==> src/design/lpd_map.vh <==
/*
 Constants for the four-output lamp dimmer: register indices, field positions,
 reset values and timing counts. Assumes a 10 MHz system clock.
*/
`ifndef LPD_MAP_VH
`define LPD_MAP_VH

// ----------------------------------------
// Timing
// ----------------------------------------
`define LPD_CLK_HZ 10000000
`define LPD_OSC_HZ 400000
`define LPD_OSC_DIV (`LPD_CLK_HZ / `LPD_OSC_HZ)
`define LPD_BLINK_STEP 6'h00
`define LPD_DIM_STEP 15'h0008
`define LPD_FINE_BLINK_MAX 8'h03

// ----------------------------------------
// Register indices
// ----------------------------------------
`define LPD_R_MODE1 4'h0
`define LPD_R_MODE2 4'h1
`define LPD_R_PWM0 4'h2
`define LPD_R_PWM3 4'h5
`define LPD_R_GRPPWM 4'h6
`define LPD_R_GRPFREQ 4'h7
`define LPD_R_LEDOUT 4'h8
`define LPD_R_SUB1 4'h9
`define LPD_R_SUB2 4'ha
`define LPD_R_SUB3 4'hb
`define LPD_R_ALLCALL 4'hc
`define LPD_R_LAST 4'hc

// ----------------------------------------
// Fields
// ----------------------------------------
`define LPD_M1_ALLCALL 0
`define LPD_M1_SUB3 1
`define LPD_M1_SUB2 2
`define LPD_M1_SUB1 3
`define LPD_M2_OUTDRV 2
`define LPD_M2_OCH 3
`define LPD_M2_DMBLNK 5
`define LPD_LS_OFF 2'h0
`define LPD_LS_ON 2'h1
`define LPD_LS_PWM 2'h2
`define LPD_LS_GRP 2'h3

// ----------------------------------------
// Reset values and bus codes
// ----------------------------------------
`define LPD_RST_MODE1 8'h01
`define LPD_RST_MODE2 8'h00
`define LPD_RST_PWM 8'h00
`define LPD_RST_GRPPWM 8'hff
`define LPD_RST_GRPFREQ 8'h00
`define LPD_RST_LEDOUT 8'h00
`define LPD_RST_SUB1 8'he2
`define LPD_RST_SUB2 8'he4
`define LPD_RST_SUB3 8'he8
`define LPD_RST_ALLCALL 8'he0
`define LPD_GCALL 8'h00
`define LPD_RESET_CODE 8'h06

`endif

==> src/design/lpd_dimmer.v <==
/*
 Four-output lamp PWM dimmer with a two-wire serial slave port, register file,
 individual and group PWM engines and output stage.
 Assumes scl_in/sda_in come straight from pins (synchronised here) and that the
 pad ring resolves sda from sda_oe and each lamp pin from its enable.
*/
`timescale 1ns/100ps
`include "lpd_map.vh"

// How it works
// RQ1: Individual mode: 8-bit per-output PWM, 256 ticks, 1.5625 kHz.
// RQ2: Group dim mode with any output in group state: per-output PWM cut to 6 bits, 64 ticks, 6.25 kHz.
// RQ3: Group dim mode: shared 16-step group PWM near 195 Hz dims outputs in group state.
// RQ4: Blink mode keeps per-output PWM at 8 bits and 1.5625 kHz.
// RQ5: Blink period set by 8-bit group frequency, 24 Hz to 10.49 s.
// RQ6: Fast blink settings use 6-bit group duty.
// RQ7: Slow blink settings use full 8-bit group duty.
// RQ8: Each output is off, on, own PWM, or own PWM with group.
// RQ9: Output stage selectable open-drain or totem-pole.
// RQ10: Reset call on the bus restores all power-on defaults.
// RQ11: Outputs update on each acknowledge or at stop; stop is default.
// RQ12: Brightness linear in value; defaults to fully off.
// RQ13: Group dimming defaults to maximum brightness.
// RQ14: Outputs high-impedance after reset; drivers only.
// RQ15: Timing derived from an internal 400 kHz tick.
// RQ16: Slave port handles bus clock up to 1 MHz.
// RQ17: Answers own, broadcast and three sub-group addresses.
// RQ18: Reset call acknowledged only in write direction.
// RQ19: Last address bit selects read (1) or write (0).
// RQ20: Broadcast address enabled at power-up, default E0h, read or write.
// RQ21: Duty values change only at a period boundary.
// RQ22: Combined output active only while both PWMs active.
module lpd_dimmer #(
	parameter [6:0] SLAVE_ADDR = 7'h62
) (
	input wire clk,
	input wire nrst,
	input wire scl_in,
	input wire sda_in,
	output wire sda_out,
	output wire sda_oe,
	output wire lamp_drive_0_out,
	output wire lamp_drive_0_oe,
	output wire lamp_drive_1_out,
	output wire lamp_drive_1_oe,
	output wire lamp_drive_2_out,
	output wire lamp_drive_2_oe,
	output wire lamp_drive_3_out,
	output wire lamp_drive_3_oe
);

localparam ST_IDLE = 5'b00001;
localparam ST_RX = 5'b00010;
localparam ST_ACK = 5'b00100;
localparam ST_TX = 5'b01000;
localparam ST_RACK = 5'b10000;

function [7:0] rst_val;
	input [3:0] a;
	begin
		case (a)
		`LPD_R_MODE1: rst_val = `LPD_RST_MODE1;
		`LPD_R_MODE2: rst_val = `LPD_RST_MODE2;
		`LPD_R_GRPPWM: rst_val = `LPD_RST_GRPPWM;
		`LPD_R_GRPFREQ: rst_val = `LPD_RST_GRPFREQ;
		`LPD_R_LEDOUT: rst_val = `LPD_RST_LEDOUT;
		`LPD_R_SUB1: rst_val = `LPD_RST_SUB1;
		`LPD_R_SUB2: rst_val = `LPD_RST_SUB2;
		`LPD_R_SUB3: rst_val = `LPD_RST_SUB3;
		`LPD_R_ALLCALL: rst_val = `LPD_RST_ALLCALL;
		default: rst_val = `LPD_RST_PWM;
		endcase
	end
endfunction

// Pointer step after each data byte; windows wrap to their first register
function [3:0] next_ptr;
	input [3:0] p;
	input [2:0] ai;
	reg [3:0] first;
	reg [3:0] last;
	begin
		first = `LPD_R_PWM0;
		last = `LPD_R_GRPFREQ;
		case (ai[1:0])
		2'h1: last = `LPD_R_PWM3;
		2'h2: first = `LPD_R_GRPPWM;
		default: first = `LPD_R_PWM0;
		endcase
		if (!ai[2])
			next_ptr = p;
		else if (p >= `LPD_R_LAST)
			next_ptr = 4'h0;
		else if (ai[1:0] != 2'h0 && p == last)
			next_ptr = first;
		else
			next_ptr = p + 4'h1;
	end
endfunction

// ----------------------------------------
// Pin synchronisers and bus events
// ----------------------------------------
reg scl_m_r, scl_r, scl_d_r, sda_m_r, sda_r, sda_d_r;
always @(posedge clk or negedge nrst)
begin
	if (!nrst)
	begin
		scl_m_r <= 1'b1;
		scl_r <= 1'b1;
		scl_d_r <= 1'b1;
		sda_m_r <= 1'b1;
		sda_r <= 1'b1;
		sda_d_r <= 1'b1;
	end
	else
	begin
		scl_m_r <= scl_in;
		scl_r <= scl_m_r;
		scl_d_r <= scl_r;
		sda_m_r <= sda_in;
		sda_r <= sda_m_r;
		sda_d_r <= sda_r;
	end
end

// 5 clocks per half period at 1 MHz, so every bus edge is seen RQ16
wire rise = scl_r & ~scl_d_r;
wire fall = ~scl_r & scl_d_r;
wire start = scl_r & scl_d_r & sda_d_r & ~sda_r;
wire stop = scl_r & scl_d_r & ~sda_d_r & sda_r;

// ----------------------------------------
// Serial slave and register file
// ----------------------------------------
reg [7:0] regs [0:12];
reg [4:0] st_r;
reg [2:0] bit_r;
reg full_r, rd_r, gc_r, nack_r, wrote_r, upd_r, bus_reset_call_r, sda_oe_r;
reg [1:0] bidx_r;
reg [7:0] sh_r, tx_r;
reg [3:0] ptr_r;
reg [2:0] ai_r;
reg ev_ack;
integer i;

wire [7:0] mode1 = regs[`LPD_R_MODE1];
wire och = regs[`LPD_R_MODE2][`LPD_M2_OCH];
wire [7:0] rdata = (ptr_r <= `LPD_R_LAST) ? regs[ptr_r] : 8'h00;

always @*
begin
	ev_ack = 1'b0;
	case (bidx_r)
	2'h0: ev_ack = (sh_r == `LPD_GCALL) || (sh_r[7:1] == SLAVE_ADDR) || //RQ18
		(mode1[`LPD_M1_ALLCALL] && sh_r[7:1] == regs[`LPD_R_ALLCALL][7:1]) || //RQ20
		(mode1[`LPD_M1_SUB1] && sh_r[7:1] == regs[`LPD_R_SUB1][7:1]) || //RQ17
		(mode1[`LPD_M1_SUB2] && sh_r[7:1] == regs[`LPD_R_SUB2][7:1]) ||
		(mode1[`LPD_M1_SUB3] && sh_r[7:1] == regs[`LPD_R_SUB3][7:1]);
	2'h1: ev_ack = gc_r ? (sh_r == `LPD_RESET_CODE) : 1'b1;
	default: ev_ack = ~gc_r;
	endcase
end

always @(posedge clk or negedge nrst)
begin
	if (!nrst)
	begin
		for (i = 0; i <= 12; i = i + 1)
			regs[i] <= rst_val(i[3:0]);
		st_r <= ST_IDLE;
		bit_r <= 3'h0;
		full_r <= 1'b0;
		rd_r <= 1'b0;
		gc_r <= 1'b0;
		nack_r <= 1'b0;
		wrote_r <= 1'b0;
		upd_r <= 1'b0;
		bus_reset_call_r <= 1'b0;
		sda_oe_r <= 1'b0;
		bidx_r <= 2'h0;
		sh_r <= 8'h00;
		tx_r <= 8'h00;
		ptr_r <= 4'h0;
		ai_r <= 3'h0;
	end
	else
	begin
		upd_r <= 1'b0;
		bus_reset_call_r <= 1'b0;
		if (bus_reset_call_r)
		begin
			for (i = 0; i <= 12; i = i + 1)
				regs[i] <= rst_val(i[3:0]); //RQ10
			ptr_r <= 4'h0;
			ai_r <= 3'h0;
		end
		if (start)
		begin
			st_r <= ST_RX;
			bit_r <= 3'h0;
			full_r <= 1'b0;
			bidx_r <= 2'h0;
			gc_r <= 1'b0;
			sda_oe_r <= 1'b0;
		end
		else if (stop)
		begin
			st_r <= ST_IDLE;
			sda_oe_r <= 1'b0;
			wrote_r <= 1'b0;
			if (wrote_r && !och)
				upd_r <= 1'b1; //RQ11
		end
		else
		case (st_r)
		ST_RX:
			if (rise)
			begin
				sh_r <= {sh_r[6:0], sda_r};
				bit_r <= bit_r + 3'h1;
				full_r <= (bit_r == 3'h7);
			end
			else if (fall && full_r)
			begin
				full_r <= 1'b0;
				sda_oe_r <= ev_ack;
				st_r <= ev_ack ? ST_ACK : ST_IDLE;
				if (bidx_r != 2'h2)
					bidx_r <= bidx_r + 2'h1;
				if (bidx_r == 2'h0)
				begin
					rd_r <= sh_r[0]; //RQ19
					gc_r <= (sh_r == `LPD_GCALL);
				end
				else if (bidx_r == 2'h1 && gc_r)
					bus_reset_call_r <= ev_ack;
				else if (bidx_r == 2'h1)
				begin
					ptr_r <= sh_r[3:0];
					ai_r <= sh_r[7:5];
				end
				else if (ev_ack)
				begin
					if (ptr_r <= `LPD_R_LAST)
						regs[ptr_r] <= sh_r;
					ptr_r <= next_ptr(ptr_r, ai_r);
					wrote_r <= 1'b1;
					upd_r <= och; //RQ11
				end
			end
		ST_ACK:
			if (fall)
			begin
				bit_r <= 3'h0;
				if (rd_r)
				begin
					st_r <= ST_TX;
					tx_r <= rdata;
					sda_oe_r <= ~rdata[7];
					ptr_r <= next_ptr(ptr_r, ai_r);
				end
				else
				begin
					st_r <= ST_RX;
					sda_oe_r <= 1'b0;
				end
			end
		ST_TX:
			if (fall)
			begin
				if (bit_r == 3'h7)
				begin
					st_r <= ST_RACK;
					sda_oe_r <= 1'b0;
				end
				else
				begin
					tx_r <= {tx_r[6:0], 1'b0};
					sda_oe_r <= ~tx_r[6];
					bit_r <= bit_r + 3'h1;
				end
			end
		ST_RACK:
			if (rise)
				nack_r <= sda_r;
			else if (fall && nack_r)
				st_r <= ST_IDLE;
			else if (fall)
			begin
				st_r <= ST_TX;
				bit_r <= 3'h0;
				tx_r <= rdata;
				sda_oe_r <= ~rdata[7];
				ptr_r <= next_ptr(ptr_r, ai_r);
			end
		ST_IDLE:
			sda_oe_r <= 1'b0;
		default:
			st_r <= ST_IDLE;
		endcase
	end
end

assign sda_out = 1'b0;
assign sda_oe = sda_oe_r;

// ----------------------------------------
// Live copies seen by the PWM engines
// ----------------------------------------
reg [7:0] mode2_l, grppwm_l, grpfreq_l, ledout_l;
reg [7:0] pwm_l [0:3];
integer j;
always @(posedge clk or negedge nrst)
begin
	if (!nrst)
	begin
		mode2_l <= `LPD_RST_MODE2;
		grppwm_l <= `LPD_RST_GRPPWM; //RQ13
		grpfreq_l <= `LPD_RST_GRPFREQ;
		ledout_l <= `LPD_RST_LEDOUT; //RQ14
		for (j = 0; j < 4; j = j + 1)
			pwm_l[j] <= `LPD_RST_PWM; //RQ12
	end
	else if (bus_reset_call_r)
	begin
		mode2_l <= `LPD_RST_MODE2; //RQ10
		grppwm_l <= `LPD_RST_GRPPWM;
		grpfreq_l <= `LPD_RST_GRPFREQ;
		ledout_l <= `LPD_RST_LEDOUT;
		for (j = 0; j < 4; j = j + 1)
			pwm_l[j] <= `LPD_RST_PWM;
	end
	else if (upd_r)
	begin
		mode2_l <= regs[`LPD_R_MODE2];
		grppwm_l <= regs[`LPD_R_GRPPWM];
		grpfreq_l <= regs[`LPD_R_GRPFREQ];
		ledout_l <= regs[`LPD_R_LEDOUT];
		for (j = 0; j < 4; j = j + 1)
			pwm_l[j] <= regs[`LPD_R_PWM0 + j[3:0]];
	end
end

// ----------------------------------------
// Oscillator tick and PWM engines
// ----------------------------------------
localparam [31:0] OSC_LAST_W = `LPD_OSC_DIV - 1;
localparam [4:0] OSC_LAST = OSC_LAST_W[4:0];
// Dim mode keeps only the top four duty bits, so start there after reset
localparam [7:0] GP_DUTY_RST = `LPD_RST_GRPPWM & 8'hf0;
wire blink = mode2_l[`LPD_M2_DMBLNK];
wire any_grp = (ledout_l[1:0] == `LPD_LS_GRP) || (ledout_l[3:2] == `LPD_LS_GRP) ||
	(ledout_l[5:4] == `LPD_LS_GRP) || (ledout_l[7:6] == `LPD_LS_GRP);
wire [14:0] gp_len = blink ? {({1'b0, grpfreq_l} + 9'h001), `LPD_BLINK_STEP} : `LPD_DIM_STEP; //RQ5
wire [7:0] gp_duty = !blink ? {grppwm_l[7:4], 4'h0} : //RQ3
	(grpfreq_l <= `LPD_FINE_BLINK_MAX) ? {grppwm_l[7:2], 2'h0} : grppwm_l; //RQ6 RQ7

reg [4:0] osc_r;
reg [7:0] ip_cnt_r, gp_step_r, gp_duty_r;
reg [14:0] gp_div_r, gp_len_r;
reg fine6_r;
reg [7:0] duty_r [0:3];
integer k;
wire tick = (osc_r == OSC_LAST); //RQ15
wire ip_end = tick && (fine6_r ? (ip_cnt_r[5:0] == 6'h3f) : (ip_cnt_r == 8'hff));
wire gp_end = tick && (gp_div_r == gp_len_r - 15'h0001);
wire gp_act = gp_step_r < gp_duty_r;

always @(posedge clk or negedge nrst)
begin
	if (!nrst)
	begin
		osc_r <= 5'h00;
		ip_cnt_r <= 8'h00;
		fine6_r <= 1'b0;
		gp_div_r <= 15'h0000;
		gp_len_r <= `LPD_DIM_STEP;
		gp_step_r <= 8'h00;
		gp_duty_r <= GP_DUTY_RST;
		for (k = 0; k < 4; k = k + 1)
			duty_r[k] <= `LPD_RST_PWM;
	end
	else
	begin
		osc_r <= tick ? 5'h00 : osc_r + 5'h01;
		if (ip_end)
		begin
			ip_cnt_r <= 8'h00;
			fine6_r <= ~blink & any_grp; //RQ2 RQ4
			for (k = 0; k < 4; k = k + 1)
				duty_r[k] <= pwm_l[k]; //RQ21
		end
		else if (tick)
			ip_cnt_r <= ip_cnt_r + 8'h01; //RQ1
		if (gp_end)
		begin
			gp_div_r <= 15'h0000;
			gp_step_r <= gp_step_r + 8'h01;
			if (gp_step_r == 8'hff)
			begin
				gp_len_r <= gp_len; //RQ21
				gp_duty_r <= gp_duty;
			end
		end
		else if (tick)
			gp_div_r <= gp_div_r + 15'h0001;
	end
end

// ----------------------------------------
// Output stage
// ----------------------------------------
// Active means the lamp pin sinks current; open-drain just floats when idle
reg [3:0] out_r, oe_r;
reg [3:0] act_v;
integer n;

// Own PWM compare; in 6-bit mode only the top six duty bits count
function own_on;
	input [7:0] cnt;
	input [7:0] duty;
	input fine;
	begin
		if (fine)
			own_on = cnt < {2'h0, duty[7:2]};
		else
			own_on = cnt < duty;
	end
endfunction

always @*
begin
	act_v = 4'h0;
	for (n = 0; n < 4; n = n + 1)
	begin
		case (ledout_l[2 * n +: 2]) //RQ8
		`LPD_LS_ON: act_v[n] = 1'b1;
		`LPD_LS_PWM: act_v[n] = own_on(ip_cnt_r, duty_r[n], fine6_r); //RQ12
		`LPD_LS_GRP: act_v[n] = gp_act && own_on(ip_cnt_r, duty_r[n], fine6_r); //RQ22
		default: act_v[n] = 1'b0;
		endcase
	end
end

// Idle pins show high in both stages, the same as during reset
always @(posedge clk or negedge nrst)
begin
	if (!nrst)
	begin
		out_r <= 4'hf;
		oe_r <= 4'h0; //RQ14
	end
	else
	begin
		out_r <= ~act_v;
		oe_r <= mode2_l[`LPD_M2_OUTDRV] ? 4'hf : act_v; //RQ9
	end
end

assign lamp_drive_0_out = out_r[0];
assign lamp_drive_0_oe = oe_r[0];
assign lamp_drive_1_out = out_r[1];
assign lamp_drive_1_oe = oe_r[1];
assign lamp_drive_2_out = out_r[2];
assign lamp_drive_2_oe = oe_r[2];
assign lamp_drive_3_out = out_r[3];
assign lamp_drive_3_oe = oe_r[3];

endmodule

==> config.mk <==
export PLATFORM = sky130hd
export DESIGN_NAME = lpd_dimmer
export DESIGN_NICKNAME = d
export VERILOG_FILES = /design/src/design/lpd_dimmer.v
export VERILOG_INCLUDE_DIRS = /design/src /design/src/design
export SDC_FILE = /design/constraint.sdc
export NUM_CORES = 1
export LEC_CHECK = 0
export BUFFER_PORTS_ARGS = -buffer_cell sky130_fd_sc_hd__buf_2
export CAP_MARGIN = 20
export CORE_MARGIN = 5
export CORE_UTILIZATION = 70
export CTS_BUF_LIST = sky130_fd_sc_hd__clkbuf_8
export DETAILED_ROUTE_END_ITERATION = 7
export GPL_TIMING_DRIVEN = 0
export PLACE_DENSITY = 0.93
export SETUP_SLACK_MARGIN = 0.2
export SKIP_LAST_GASP = 1
export SLEW_MARGIN = 20
export SYNTH_ARGS = -nofsm -noshare
export SYNTH_HDL_FRONTEND = slang
export SYNTH_SLANG_ARGS = --single-unit
==> constraint.sdc <==
create_clock -name clk -period 7.3 [get_ports clk]
set_input_delay 0.73 -clock clk [delete_from_list [all_inputs] [get_ports clk]]
set_output_delay 0.73 -clock clk [all_outputs]
set_load 0.02 [all_outputs]
==> qor.yml, run 1 <==
p_switching_mw: 1.04
root_buffer: "clkbuf_8"
synth_area_leaders: "dfrtp_1 39%, dfstp_2 7.7%, mux2i_1 7.2%"
synth_warnings: 0
path_common_cell: "clkbuf_1"
clk_path_buf_depth: 3
tightest_slew_ps: 1020
fin_tns_setup_ps: 0
finalHoldViolations: 0
cp_max_fo: 10
fin_crit_sh_pct: 53.8
route.met2.wl_mm: 22.3
placed_cells: 1955
worstPathRequired_ps: 7770
synthesis.area_um2: 16400
intPower_mw: 2.67
grt_pass1_wl_mm: 74.5
globalplace.congestion: 1.04
max_freq_ghz: 0.255
synth_edf_count: 0
clk_pin_slew_ps: 70
cpPeakStageDelay_ps: 760
power.leakage_nw: 8.03
ff_latch_area_um2: 7640
synth_top_area_share_pct: 39.0
slew_violations: 0
critical_path_class: "flop to flop"
routed_wl_mm: 47.0
syn-num-nets: 1696
path_cells: "clkbuf_1, clkbuf_1, clkbuf_1, inv_1, ha_1, nor2b_1, and2_1, nand4_1, nor2_1, a31o_2"
worstSetupEndpointType: "flop"
fillers: 1397
grt_pass1_vias: 13509
die_x_um: 163
crit_family: "buffers and inverters"
viasPerCell: 6.55
dpl.hpwl_mm: 32.2
yosysMostFrequentCell: "dfrtp_1"
dr_total_vias: 13409
slew_headroom_pct: 31.7
htree_num_levels: 2
yosysUniqueCellTypes: 82
finish.instance_area_um2: 18000
layout-drive-gt1-share_pct: 14.3
placementRows: 56
seqPwrFrac_pct: 47.4
ys_dominant_reg_cell: "dfrtp_1"
grt_usage_pct: 35.9
pwr-share-comb_pct: 11.5
drtAntennaViolNets: 0
routed.top_layer: "met4"
synth.avg_cell_area_um2: 10.1
fp.dieH_um: 163
netlist_instances: 1621
fin_crit_ps: 3930
fin_skew_ps: 27.4
worstSkewPairLatency_ps: 590
clkPwrFrac_pct: 41.1
placement.cell_area_um2: 16900
clock-sinks: 303
critPathArrivalTime_ps: 4400
antenna_found_initial: 0
fin_cells: 2048
drc: 0
status: "finished, final reports clean"
p_sw_share_pct: 27.9
port_buffers: 12
met1_length_mm: 17.5
synth_top_area_cell: "dfrtp_1"
worstHoldPathType: "input port to flop"
design.die.area_um2: 26500
initial_core_util_pct: 70.3
nets: 1764
finalPower_mw: 3.71
start_kind: "flop"
async_flop_share_pct: 100
synthToLayoutAreaGrowth_pct: 9.74
rsz0062_at_grt: "no"
numCtsBuffers: 50
slowest_stage: "clkbuf_1"
multi_input_area_um2: 8090
wl_per_cell_um: 22.9
yosys_register_bits: 303
wl_met3_mm: 4.69
overflow: 0
ys_seq_area_share_pct: 46.7
maxCapViolations: 0
synthTopCellsByCount: "255 x dfrtp_1, 188 x nand2_1, 170 x nor2_1"
cts_tree: "built"
io_pins: 14
drt_first_iter_violations: 1483
dr.pass1.iters: 6
ir_drop_mv: 0.206
crit_buf_inv: 4
power_density_nw_per_um2: 207
antennaDiodeCount: 0
coreArea_um2: 23300
setup_viol: 0
grt_max_degree: 99
==> worst register-to-register path, delay by kind of cell, from the launching register on <==
family | cells | cell delay (ps)
compound gates | 1 | 230
fa+ha+maj | 1 | 310
buf+inv | 4 | 1970
simple gates | 4 | 920
flops | 1 | 420
==> cell usage in the layout, fill, tap and decap left out, types with 21 or more instances in the layout <==
cell type	synthesis	final
a21o_1	24	24
clkbuf_8	0	63
mux4_2	24	24
dfstp_2	48	48
clkbuf_1	61	61
mux2_2	29	29
a21oi_1	62	62
xnor2_1	54	54
nand3_1	25	25
nor3_1	23	23
buf_2	16	27
dfrtp_1	255	255
ha_1	71	71
mux2i_1	118	118
o21ai_0	93	93
nand2_1	188	188
nand4_1	21	21
nor2_1	170	170
inv_1	61	75
nor2b_1	44	44
==> kinds of logic after synthesis <==
family / count (synthesis) / share of synthesized area, %
fa+ha+maj: 71 / 5.43
flops: 303 / 46.7
buf+inv: 159 / 3.87
simple gates: 564 / 16.4
compound gates: 273 / 10.7
xor+xnor: 73 / 3.91
other cells: 1 / 0.0229
mux: 177 / 13.0
==> power groups by stage <==
stage	clock network, mW	logic (mW)	registers (mW)
finish	1.52	0.427	1.76
global route	1.62	0.459	1.76
CTS	1.53	0.414	1.76
detailed placement	0	0.412	1.79
global placement	0	0.393	1.79
floorplan	0	0.266	1.78
==> sequential cells by signal (all words and copies together), names as in the netlist, 7 cells and up <==
register / flops
duty_r: 32
gp_div_r: 15
gp_duty_r: 8
gp_len_r: 10
gp_step_r: 8
grpfreq_l: 8
grppwm_l: 8
ip_cnt_r: 8
ledout_l: 8
mode1: 8
pwm_l: 32
regs: 95
sh_r: 8
tx_r: 7
==> path summary, 6_finish.rpt <==
| check | start | end | slack (ps) | depth (start not counted) |
|---|---|---|---|---|
| max | ptr_r[1]$_DFFE_PN0P_ | mode1[5]$_DFF_PN0_ | 3370 | 10 |
| min reg2reg | sda_m_r$_DFF_PN1_ | sda_r$_DFF_PN1_ | 360 | 0 |
| min | sda_in | sda_m_r$_DFF_PN1_ | 250 | 1 |
| max in group asynchronous | nrst | grppwm_l[2]$_DFFE_PN1P_ | 5510 | 4 |
| min in group asynchronous | nrst | fine6_r$_DFFE_PN0P_ | 590 | 2 |
| max reg2reg | ptr_r[1]$_DFFE_PN0P_ | mode1[5]$_DFF_PN0_ | 3370 | 10 |
==> cell type report <==
cell class,count,area share [%]
sequential,303,42.6
clock inverter,29,0.920
timing repair buffer,16,0.906
clock buffer,63,4.83
multi-input combinational,1159,45.0
inverter,63,1.32
buffer,96,2.21
tap,319,2.22
==> through the flow <==
| stage | util (%) | hold WS, ps | setup slack [ps] |
|---|---|---|---|
| 4_1_cts | 77.2 | 235 | 3510 |
| 3_5_place_dp | 72.7 | 347 | 3540 |
| 3_3_place_gp | 72.3 | 349 | 142 |
| 6_report | 77.2 | 254 | 3370 |
| 2_1_floorplan | - | 345 | 4780 |
| 5_1_grt | 77.2 | 238 | 3330 |
==> per-layer routing <==
metal / vias to the layer above / global-route usage (%)
li1: 5825 / -
met1: 6510 / 46.2
met2: 873 / 58.7
met3: 201 / 7.64
met4: 0 / 17.0
met5: - / 0
==> timing repair <==
item                      CTS  global route
resized for setup           0             0
hold buffers                1             0
buffers inserted            0             0
hold endpoints to repair   25             0
Note: power is estimated with default switching activity, not from simulation.
==> run 2, diff against run 1 <==
--- a/config.mk
+++ b/config.mk
@@ -9,11 +9,11 @@
 export BUFFER_PORTS_ARGS = -buffer_cell sky130_fd_sc_hd__buf_2
 export CAP_MARGIN = 20
 export CORE_MARGIN = 5
-export CORE_UTILIZATION = 70
+export CORE_UTILIZATION = 66
 export CTS_BUF_LIST = sky130_fd_sc_hd__clkbuf_8
 export DETAILED_ROUTE_END_ITERATION = 7
 export GPL_TIMING_DRIVEN = 0
-export PLACE_DENSITY = 0.93
+export PLACE_DENSITY = 0.89
 export SETUP_SLACK_MARGIN = 0.2
 export SKIP_LAST_GASP = 1
 export SLEW_MARGIN = 20
==> constraint.sdc (replaced) <==
create_clock -name clk -period 3.95 [get_ports clk]
set_input_delay 0.395 -clock clk [delete_from_list [all_inputs] [get_ports clk]]
set_output_delay 0.395 -clock clk [all_outputs]
set_load 0.02 [all_outputs]
==> run 2 against run 1 <==
Effect of this change: non-clock buffer count up 2; global-route usage down 4.0 points; clock skew fell by 3.0 ps; clock-buffer cell count is 2 lower; routed wire length down 4.5%; sequential power is 85% higher; final area is essentially flat; cell count up 0.34%; hold slack better by 48 ps; via count decreased by 1.1%; die area is 5.7% higher.
==> qor.yml, run 2 (same netlist as run 1, synthesis figures left out) <==
rsz0062_at_grt: "no"  # unchanged
die_x_um: 167  # was 163 um
root_buffer: "clkbuf_8"  # unchanged
largest_reg_flops: 95  # unchanged
worstSetupEndpointType: "flop"  # unchanged
dr_total_vias: 13258  # was 13409
htree_num_levels: 2  # unchanged
crit_end: "mode1[5]$_DFF_PN0_"  # unchanged
fin_crit_sh_pct: 90.9  # was 53.8%
antenna_found_initial: 0  # unchanged
globalplace.congestion: 1.08  # was 1.04
timing.rr.start: "ptr_r[1]$_DFFE_PN0P_"  # unchanged
routed_wl_mm: 44.9  # was 47.0 mm
ff2ff_path_depth: 10  # unchanged
placed_cells: 1960  # was 1955
drt_first_iter_violations: 1799  # was 1483
max_freq_ghz: 0.278  # was 0.255 GHz
fin_crit_ps: 3590  # was 3930 ps
finish.instance_area_um2: 18000  # about the same
power.leakage_nw: 8.04  # was 8.03 nW
slew_headroom_pct: 35.3  # was 31.7%
cts_tree: "built"  # unchanged
grt_pass1_wl_mm: 71.6  # was 74.5 mm
cp_max_fo: 10  # unchanged
synthToLayoutAreaGrowth_pct: 9.79  # was 9.74%
fp.dieH_um: 167  # was 163 um
maxCapViolations: 0  # unchanged
r2r_end: "mode1[5]$_DFF_PN0_"  # unchanged
coreArea_um2: 24400  # was 23300 um^2
wl_per_cell_um: 21.8  # was 22.9 um
clk_path_buf_depth: 3  # unchanged
r2r_setup_slack_ps: 360  # was 3370 ps
layout-drive-gt1-share_pct: 14.0  # was 14.3%
worstSkewPairLatency_ps: 600  # was 590 ps
layout_commonest_cell: "dfrtp_1"  # unchanged
nets: 1766  # was 1764
power_density_nw_per_um2: 378  # was 207 nW/um^2
start_kind: "flop"  # unchanged
grt_max_degree: 102  # was 99
ir_drop_mv: 0.302  # was 0.206 mV
slew_violations: 0  # unchanged
regMostFlops: "regs"  # unchanged
fin_tns_setup_ps: 0  # unchanged
final_util_pct: 73.7  # was 77.2%
port_buffers: 12  # unchanged
finalPower_mw: 6.79  # was 3.71 mW
clock-sinks: 303  # unchanged
overflow: 0  # unchanged
dr.pass1.iters: 7  # was 6
placement.cell_area_um2: 16900  # about the same
grt_pass1_vias: 13274  # was 13509
clk_pin_slew_ps: 70  # about the same
drtAntennaViolNets: 0  # unchanged
finalHoldViolations: 0  # unchanged
tightest_slew_ps: 970  # was 1020 ps
post-cts-setup-buffers: 0  # unchanged
setup_slack_ps: 359  # was 3370 ps
cp-startpoint: "ptr_r[1]$_DFFE_PN0P_"  # unchanged
fin_cells: 2055  # was 2048
place_ws_ps: 351  # was 3540 ps
numCtsBuffers: 50  # unchanged
grt_usage_pct: 31.9  # was 35.9%
initial_core_util_pct: 67.1  # was 70.3%
drc: 0  # unchanged
placementRows: 57  # was 56
worstHoldPathType: "input port to asynchronous set/reset pin"  # was input port to flop
setup_viol: 0  # unchanged
io_pins: 14  # unchanged
final_cell_mix: "255 x dfrtp_1, 188 x nand2_1, 170 x nor2_1, 118 x mux2i_1, 93 x o21ai_0"  # unchanged
fin_skew_ps: 24.4  # was 27.4 ps
status: "finished, final reports clean"  # unchanged
dpl.hpwl_mm: 31.7  # was 32.2 mm
design.die.area_um2: 28000  # was 26500 um^2
viasPerCell: 6.45  # was 6.55
largestRegisters: "regs (95), duty_r (32), pwm_l (32)"  # unchanged
critical_path_class: "flop to flop"  # unchanged
worstPathRequired_ps: 4420  # was 7770 ps
hold_ws_ps: 302  # was 254 ps
critPathArrivalTime_ps: 4060  # was 4400 ps
[run 2: worst min-delay path by stage]
stage | from | end | cells past startpoint
floorplan | nrst | ai_r[0]$_DFF_PN0_ | 0
global placement | scl_m_r$_DFF_PN1_ | scl_r$_DFF_PN1_ | 0
detailed placement | nrst | gp_div_r[10]$_DFFE_PN0P_ | 1
CTS | nrst | gp_div_r[10]$_DFFE_PN0P_ | 2
global route | nrst | gp_div_r[10]$_DFFE_PN0P_ | 2
finish | nrst | gp_div_r[10]$_DFFE_PN0P_ | 2
[run 2: metal layers]
metal	global-route usage (%)	vias to the layer above	part of all wire, %
li1	-	5806	-
met1	43.2	6556	39
met2	50.1	719	46
met3	7.66	177	9.9
met4	12.8	0	4.4
met5	0	-	0
[run 2: final cells by class]
| type | count | area, um^2 |
|---|---|---|
| inverters | 63 | 236 |
| plain buffers | 96 | 398 |
| clock buffers | 61 | 840 |
| multi-input cells | 1159 | 8090 |
| diodes | 1 | 2.50 |
| well taps | 324 | 405 |
| repair buffers | 18 | 183 |
| clock inverters | 30 | 170 |
| flip-flops and latches | 303 | 7640 |
| fillers | 1627 | 6430 |
[run 2: repair_timing]
action / CTS / global route
endpoints found under the hold margin: 47 / 0
endpoints found under the setup margin: 0 / 3
hold buffers: 3 / 0
gates resized for setup: 0 / 2
[run 2: where the power goes]
group	internal [mW]	switching [mW]	total, mW
logic	0.244	0.538	0.782
clock network	1.47	1.29	2.76
registers	3.19	0.0661	3.25
[run 2: worst max-delay path: stages, from the launching register on]
cell      delay, ps
dfrtp_1         400
clkbuf_1        340
clkbuf_2        410
clkbuf_1        640
inv_1           220
ha_1            310
nor2b_1         210
and2_1          240
nand4_1         370
nor2_1           90
a31o_2          230
==> run 3, diff against run 2 <==
--- a/config.mk
+++ b/config.mk
@@ -9,11 +9,10 @@
 export BUFFER_PORTS_ARGS = -buffer_cell sky130_fd_sc_hd__buf_2
 export CAP_MARGIN = 20
 export CORE_MARGIN = 5
-export CORE_UTILIZATION = 66
+export CORE_UTILIZATION = 42
 export CTS_BUF_LIST = sky130_fd_sc_hd__clkbuf_8
 export DETAILED_ROUTE_END_ITERATION = 7
-export GPL_TIMING_DRIVEN = 0
-export PLACE_DENSITY = 0.89
+export PLACE_DENSITY = 0.63
 export SETUP_SLACK_MARGIN = 0.2
 export SKIP_LAST_GASP = 1
 export SLEW_MARGIN = 20
==> run 3 against run 2 <==
Effect of this change: register-to-register slack improved by 270 ps; clock power is 3% higher; routed wire length fell by 7.5%; largest power group unchanged; critical path type unchanged.
==> qor.yml, run 3 (same netlist as run 1, synthesis figures left out) <==
clk_path_buf_depth: 3  # unchanged
design.die.area_um2: 43000  # was 28000 um^2
grt_max_degree: 114  # was 102
status: "finished, final reports clean"  # unchanged
ff2ff_path_depth: 8  # was 10
maxCapViolations: 0  # unchanged
path_depth: 8  # was 10
slew_violations: 0  # unchanged
dpl.hpwl_mm: 28.4  # was 31.7 mm
finalHoldViolations: 0  # unchanged
critPathArrivalTime_ps: 3800  # was 4060 ps
numCtsBuffers: 52  # was 50
final_cell_mix: "252 x dfrtp_1, 188 x nand2_1, 169 x nor2_1, 118 x mux2i_1, 93 x o21ai_0"  # was 255 x dfrtp_1, 188 x nand2_1, 170 x nor2_1, 118 x mux2i_1, 93 x o21ai_0
io_pins: 14  # unchanged
post-cts-setup-buffers: 0  # unchanged
globalplace.congestion: 0.882  # was 1.08
layout-drive-gt1-share_pct: 15.4  # was 14.0%
die_x_um: 207  # was 167 um
fp.dieH_um: 207  # was 167 um
wl_per_cell_um: 19.0  # was 21.8 um
worstHoldPathType: "flop to flop"  # was input port to asynchronous set/reset pin
root_buffer: "clkbuf_8"  # unchanged
finish.instance_area_um2: 18000  # about the same
fin_skew_ps: 16.4  # was 24.4 ps
coreArea_um2: 38600  # was 24400 um^2
port_buffers: 12  # unchanged
largestRegisters: "regs (95), duty_r (32), pwm_l (32)"  # unchanged
viasPerCell: 5.57  # was 6.45
layout_commonest_cell: "dfrtp_1"  # unchanged
final_util_pct: 46.8  # was 73.7%
fin_tns_setup_ps: 0  # unchanged
placement.cell_area_um2: 17000  # was 16900 um^2
max_freq_ghz: 0.302  # was 0.278 GHz
fin_crit_ps: 3320  # was 3590 ps
grt_usage_pct: 19.2  # was 31.9%
tightest_slew_ps: 897  # was 970 ps
crit_family: "simple AND/OR/NAND/NOR gates"  # was buffers and inverters
clock-sinks: 303  # unchanged
grt_pass1_wl_mm: 67.7  # was 71.6 mm
dr.pass1.iters: 5  # was 7
cts_tree: "built"  # unchanged
placed_cells: 2085  # was 1960
clk_pin_slew_ps: 60  # was 70 ps
dr_total_vias: 12173  # was 13258
slowest_stage: "dfrtp_1"  # was clkbuf_1
whs_path_depth: 0
path_cells: "xnor2_1, nand4_1, nor2_1, a2111oi_2, a21oi_4, nand2_4, or3_1, mux2_4"  # was clkbuf_1, clkbuf_2, clkbuf_1, inv_1, ha_1, nor2b_1, and2_1, nand4_1, nor2_1, a31o_2
fin_crit_sh_pct: 84.0  # was 90.9%
regMostFlops: "regs"  # unchanged
drt_first_iter_violations: 1092  # was 1799
synthToLayoutAreaGrowth_pct: 10.2  # was 9.79%
drtAntennaViolNets: 0  # unchanged
slew_headroom_pct: 39.8  # was 35.3%
grt_pass1_vias: 12246  # was 13274
fin_cells: 2185  # was 2055
rsz0062_at_grt: "no"  # unchanged
worstPathRequired_ps: 4430  # was 4420 ps
placementRows: 72  # was 57
worstSkewPairLatency_ps: 600  # about the same
antennaDiodeCount: 0  # was 1
cp_max_fo: 19  # was 10
power_density_nw_per_um2: 378  # about the same
finalPower_mw: 6.82  # was 6.79 mW
htree_num_levels: 2  # unchanged
drc: 0  # unchanged
routed_wl_mm: 41.5  # was 44.9 mm
cpPeakStageDelay_ps: 930  # was 640 ps
overflow: 0  # unchanged
antenna_found_initial: 0  # unchanged
start_kind: "flop"  # unchanged
critical_path_class: "flop to flop"  # unchanged
crit_buf_inv: 0  # was 4
largest_reg_flops: 95  # unchanged
ir_drop_mv: 0.244  # was 0.302 mV
power.leakage_nw: 8.00  # was 8.04 nW
worstSetupEndpointType: "flop"  # unchanged
initial_core_util_pct: 42.4  # was 67.1%
setup_viol: 0  # unchanged
nets: 1699  # was 1766
==> run 3: path summary, 6_finish.rpt <==
path,slack (ps),startpoint,to
max,630,sh_r[2]$_DFFE_PN0P_,regs[36]$_DFF_PN0_
min in group asynchronous,460,nrst,full_r$_DFFE_PN0P_
max in group asynchronous,2460,nrst,gp_len_r[3]$_DFFE_PN1P_
min,350,scl_m_r$_DFF_PN1_,scl_r$_DFF_PN1_
min reg2reg,350,scl_m_r$_DFF_PN1_,scl_r$_DFF_PN1_
max reg2reg,630,sh_r[2]$_DFFE_PN0P_,regs[36]$_DFF_PN0_
==> run 3: through the flow <==
| step | worst slack (ps) | hold slack [ps] |
|---|---|---|
| 2_1_floorplan | 1430 | 99.4 |
| 3_3_place_gp | 734 | 346 |
| 3_5_place_dp | 661 | 349 |
| 4_1_cts | 674 | 348 |
| 5_1_grt | 460 | 356 |
| 6_report | 634 | 346 |
==> run 3: final cells by class <==
type                            count  area (um^2)
Clock buffer                       64          881
Clock inverter                     33          168
Fill cell                        3701        20500
Inverter                           63          236
Multi-Input combinational cell   1159         8110
Sequential cell                   303         7650
Tap cell                          518          648
Timing Repair Buffer               45          350
==> run 3: timing repair <==
item / 4_1_cts / 5_1_grt
hold endpoints to repair: 88 / 0
hold buffers: 3 / 0
resized for setup: 0 / 0
==> run 3: routing by layer <==
layer | track usage [%] | vias to the layer above | wire length, um
li1 | - | 5695 | -
met1 | 27.0 | 5984 | 19100
met2 | 29.7 | 380 | 18400
met3 | 3.45 | 114 | 2500
met4 | 7.18 | 0 | 1550
met5 | 0 | - | 0
==> run 3: worst reg2reg max path: stages (launching register included) <==
cell and delay (ps):
dfrtp_1 930, xnor2_1 200, nand4_1 120, nor2_1 160
a2111oi_2 90, a21oi_4 500, nand2_4 240, or3_1 600
mux2_4 360
==> run 3: report_power, final <==
part	leakage [nW]	internal [mW]	switching [mW]
Sequential	4.03	3.19	0.112
Combinational	3.34	0.232	0.456
Clock	0.630	1.53	1.30
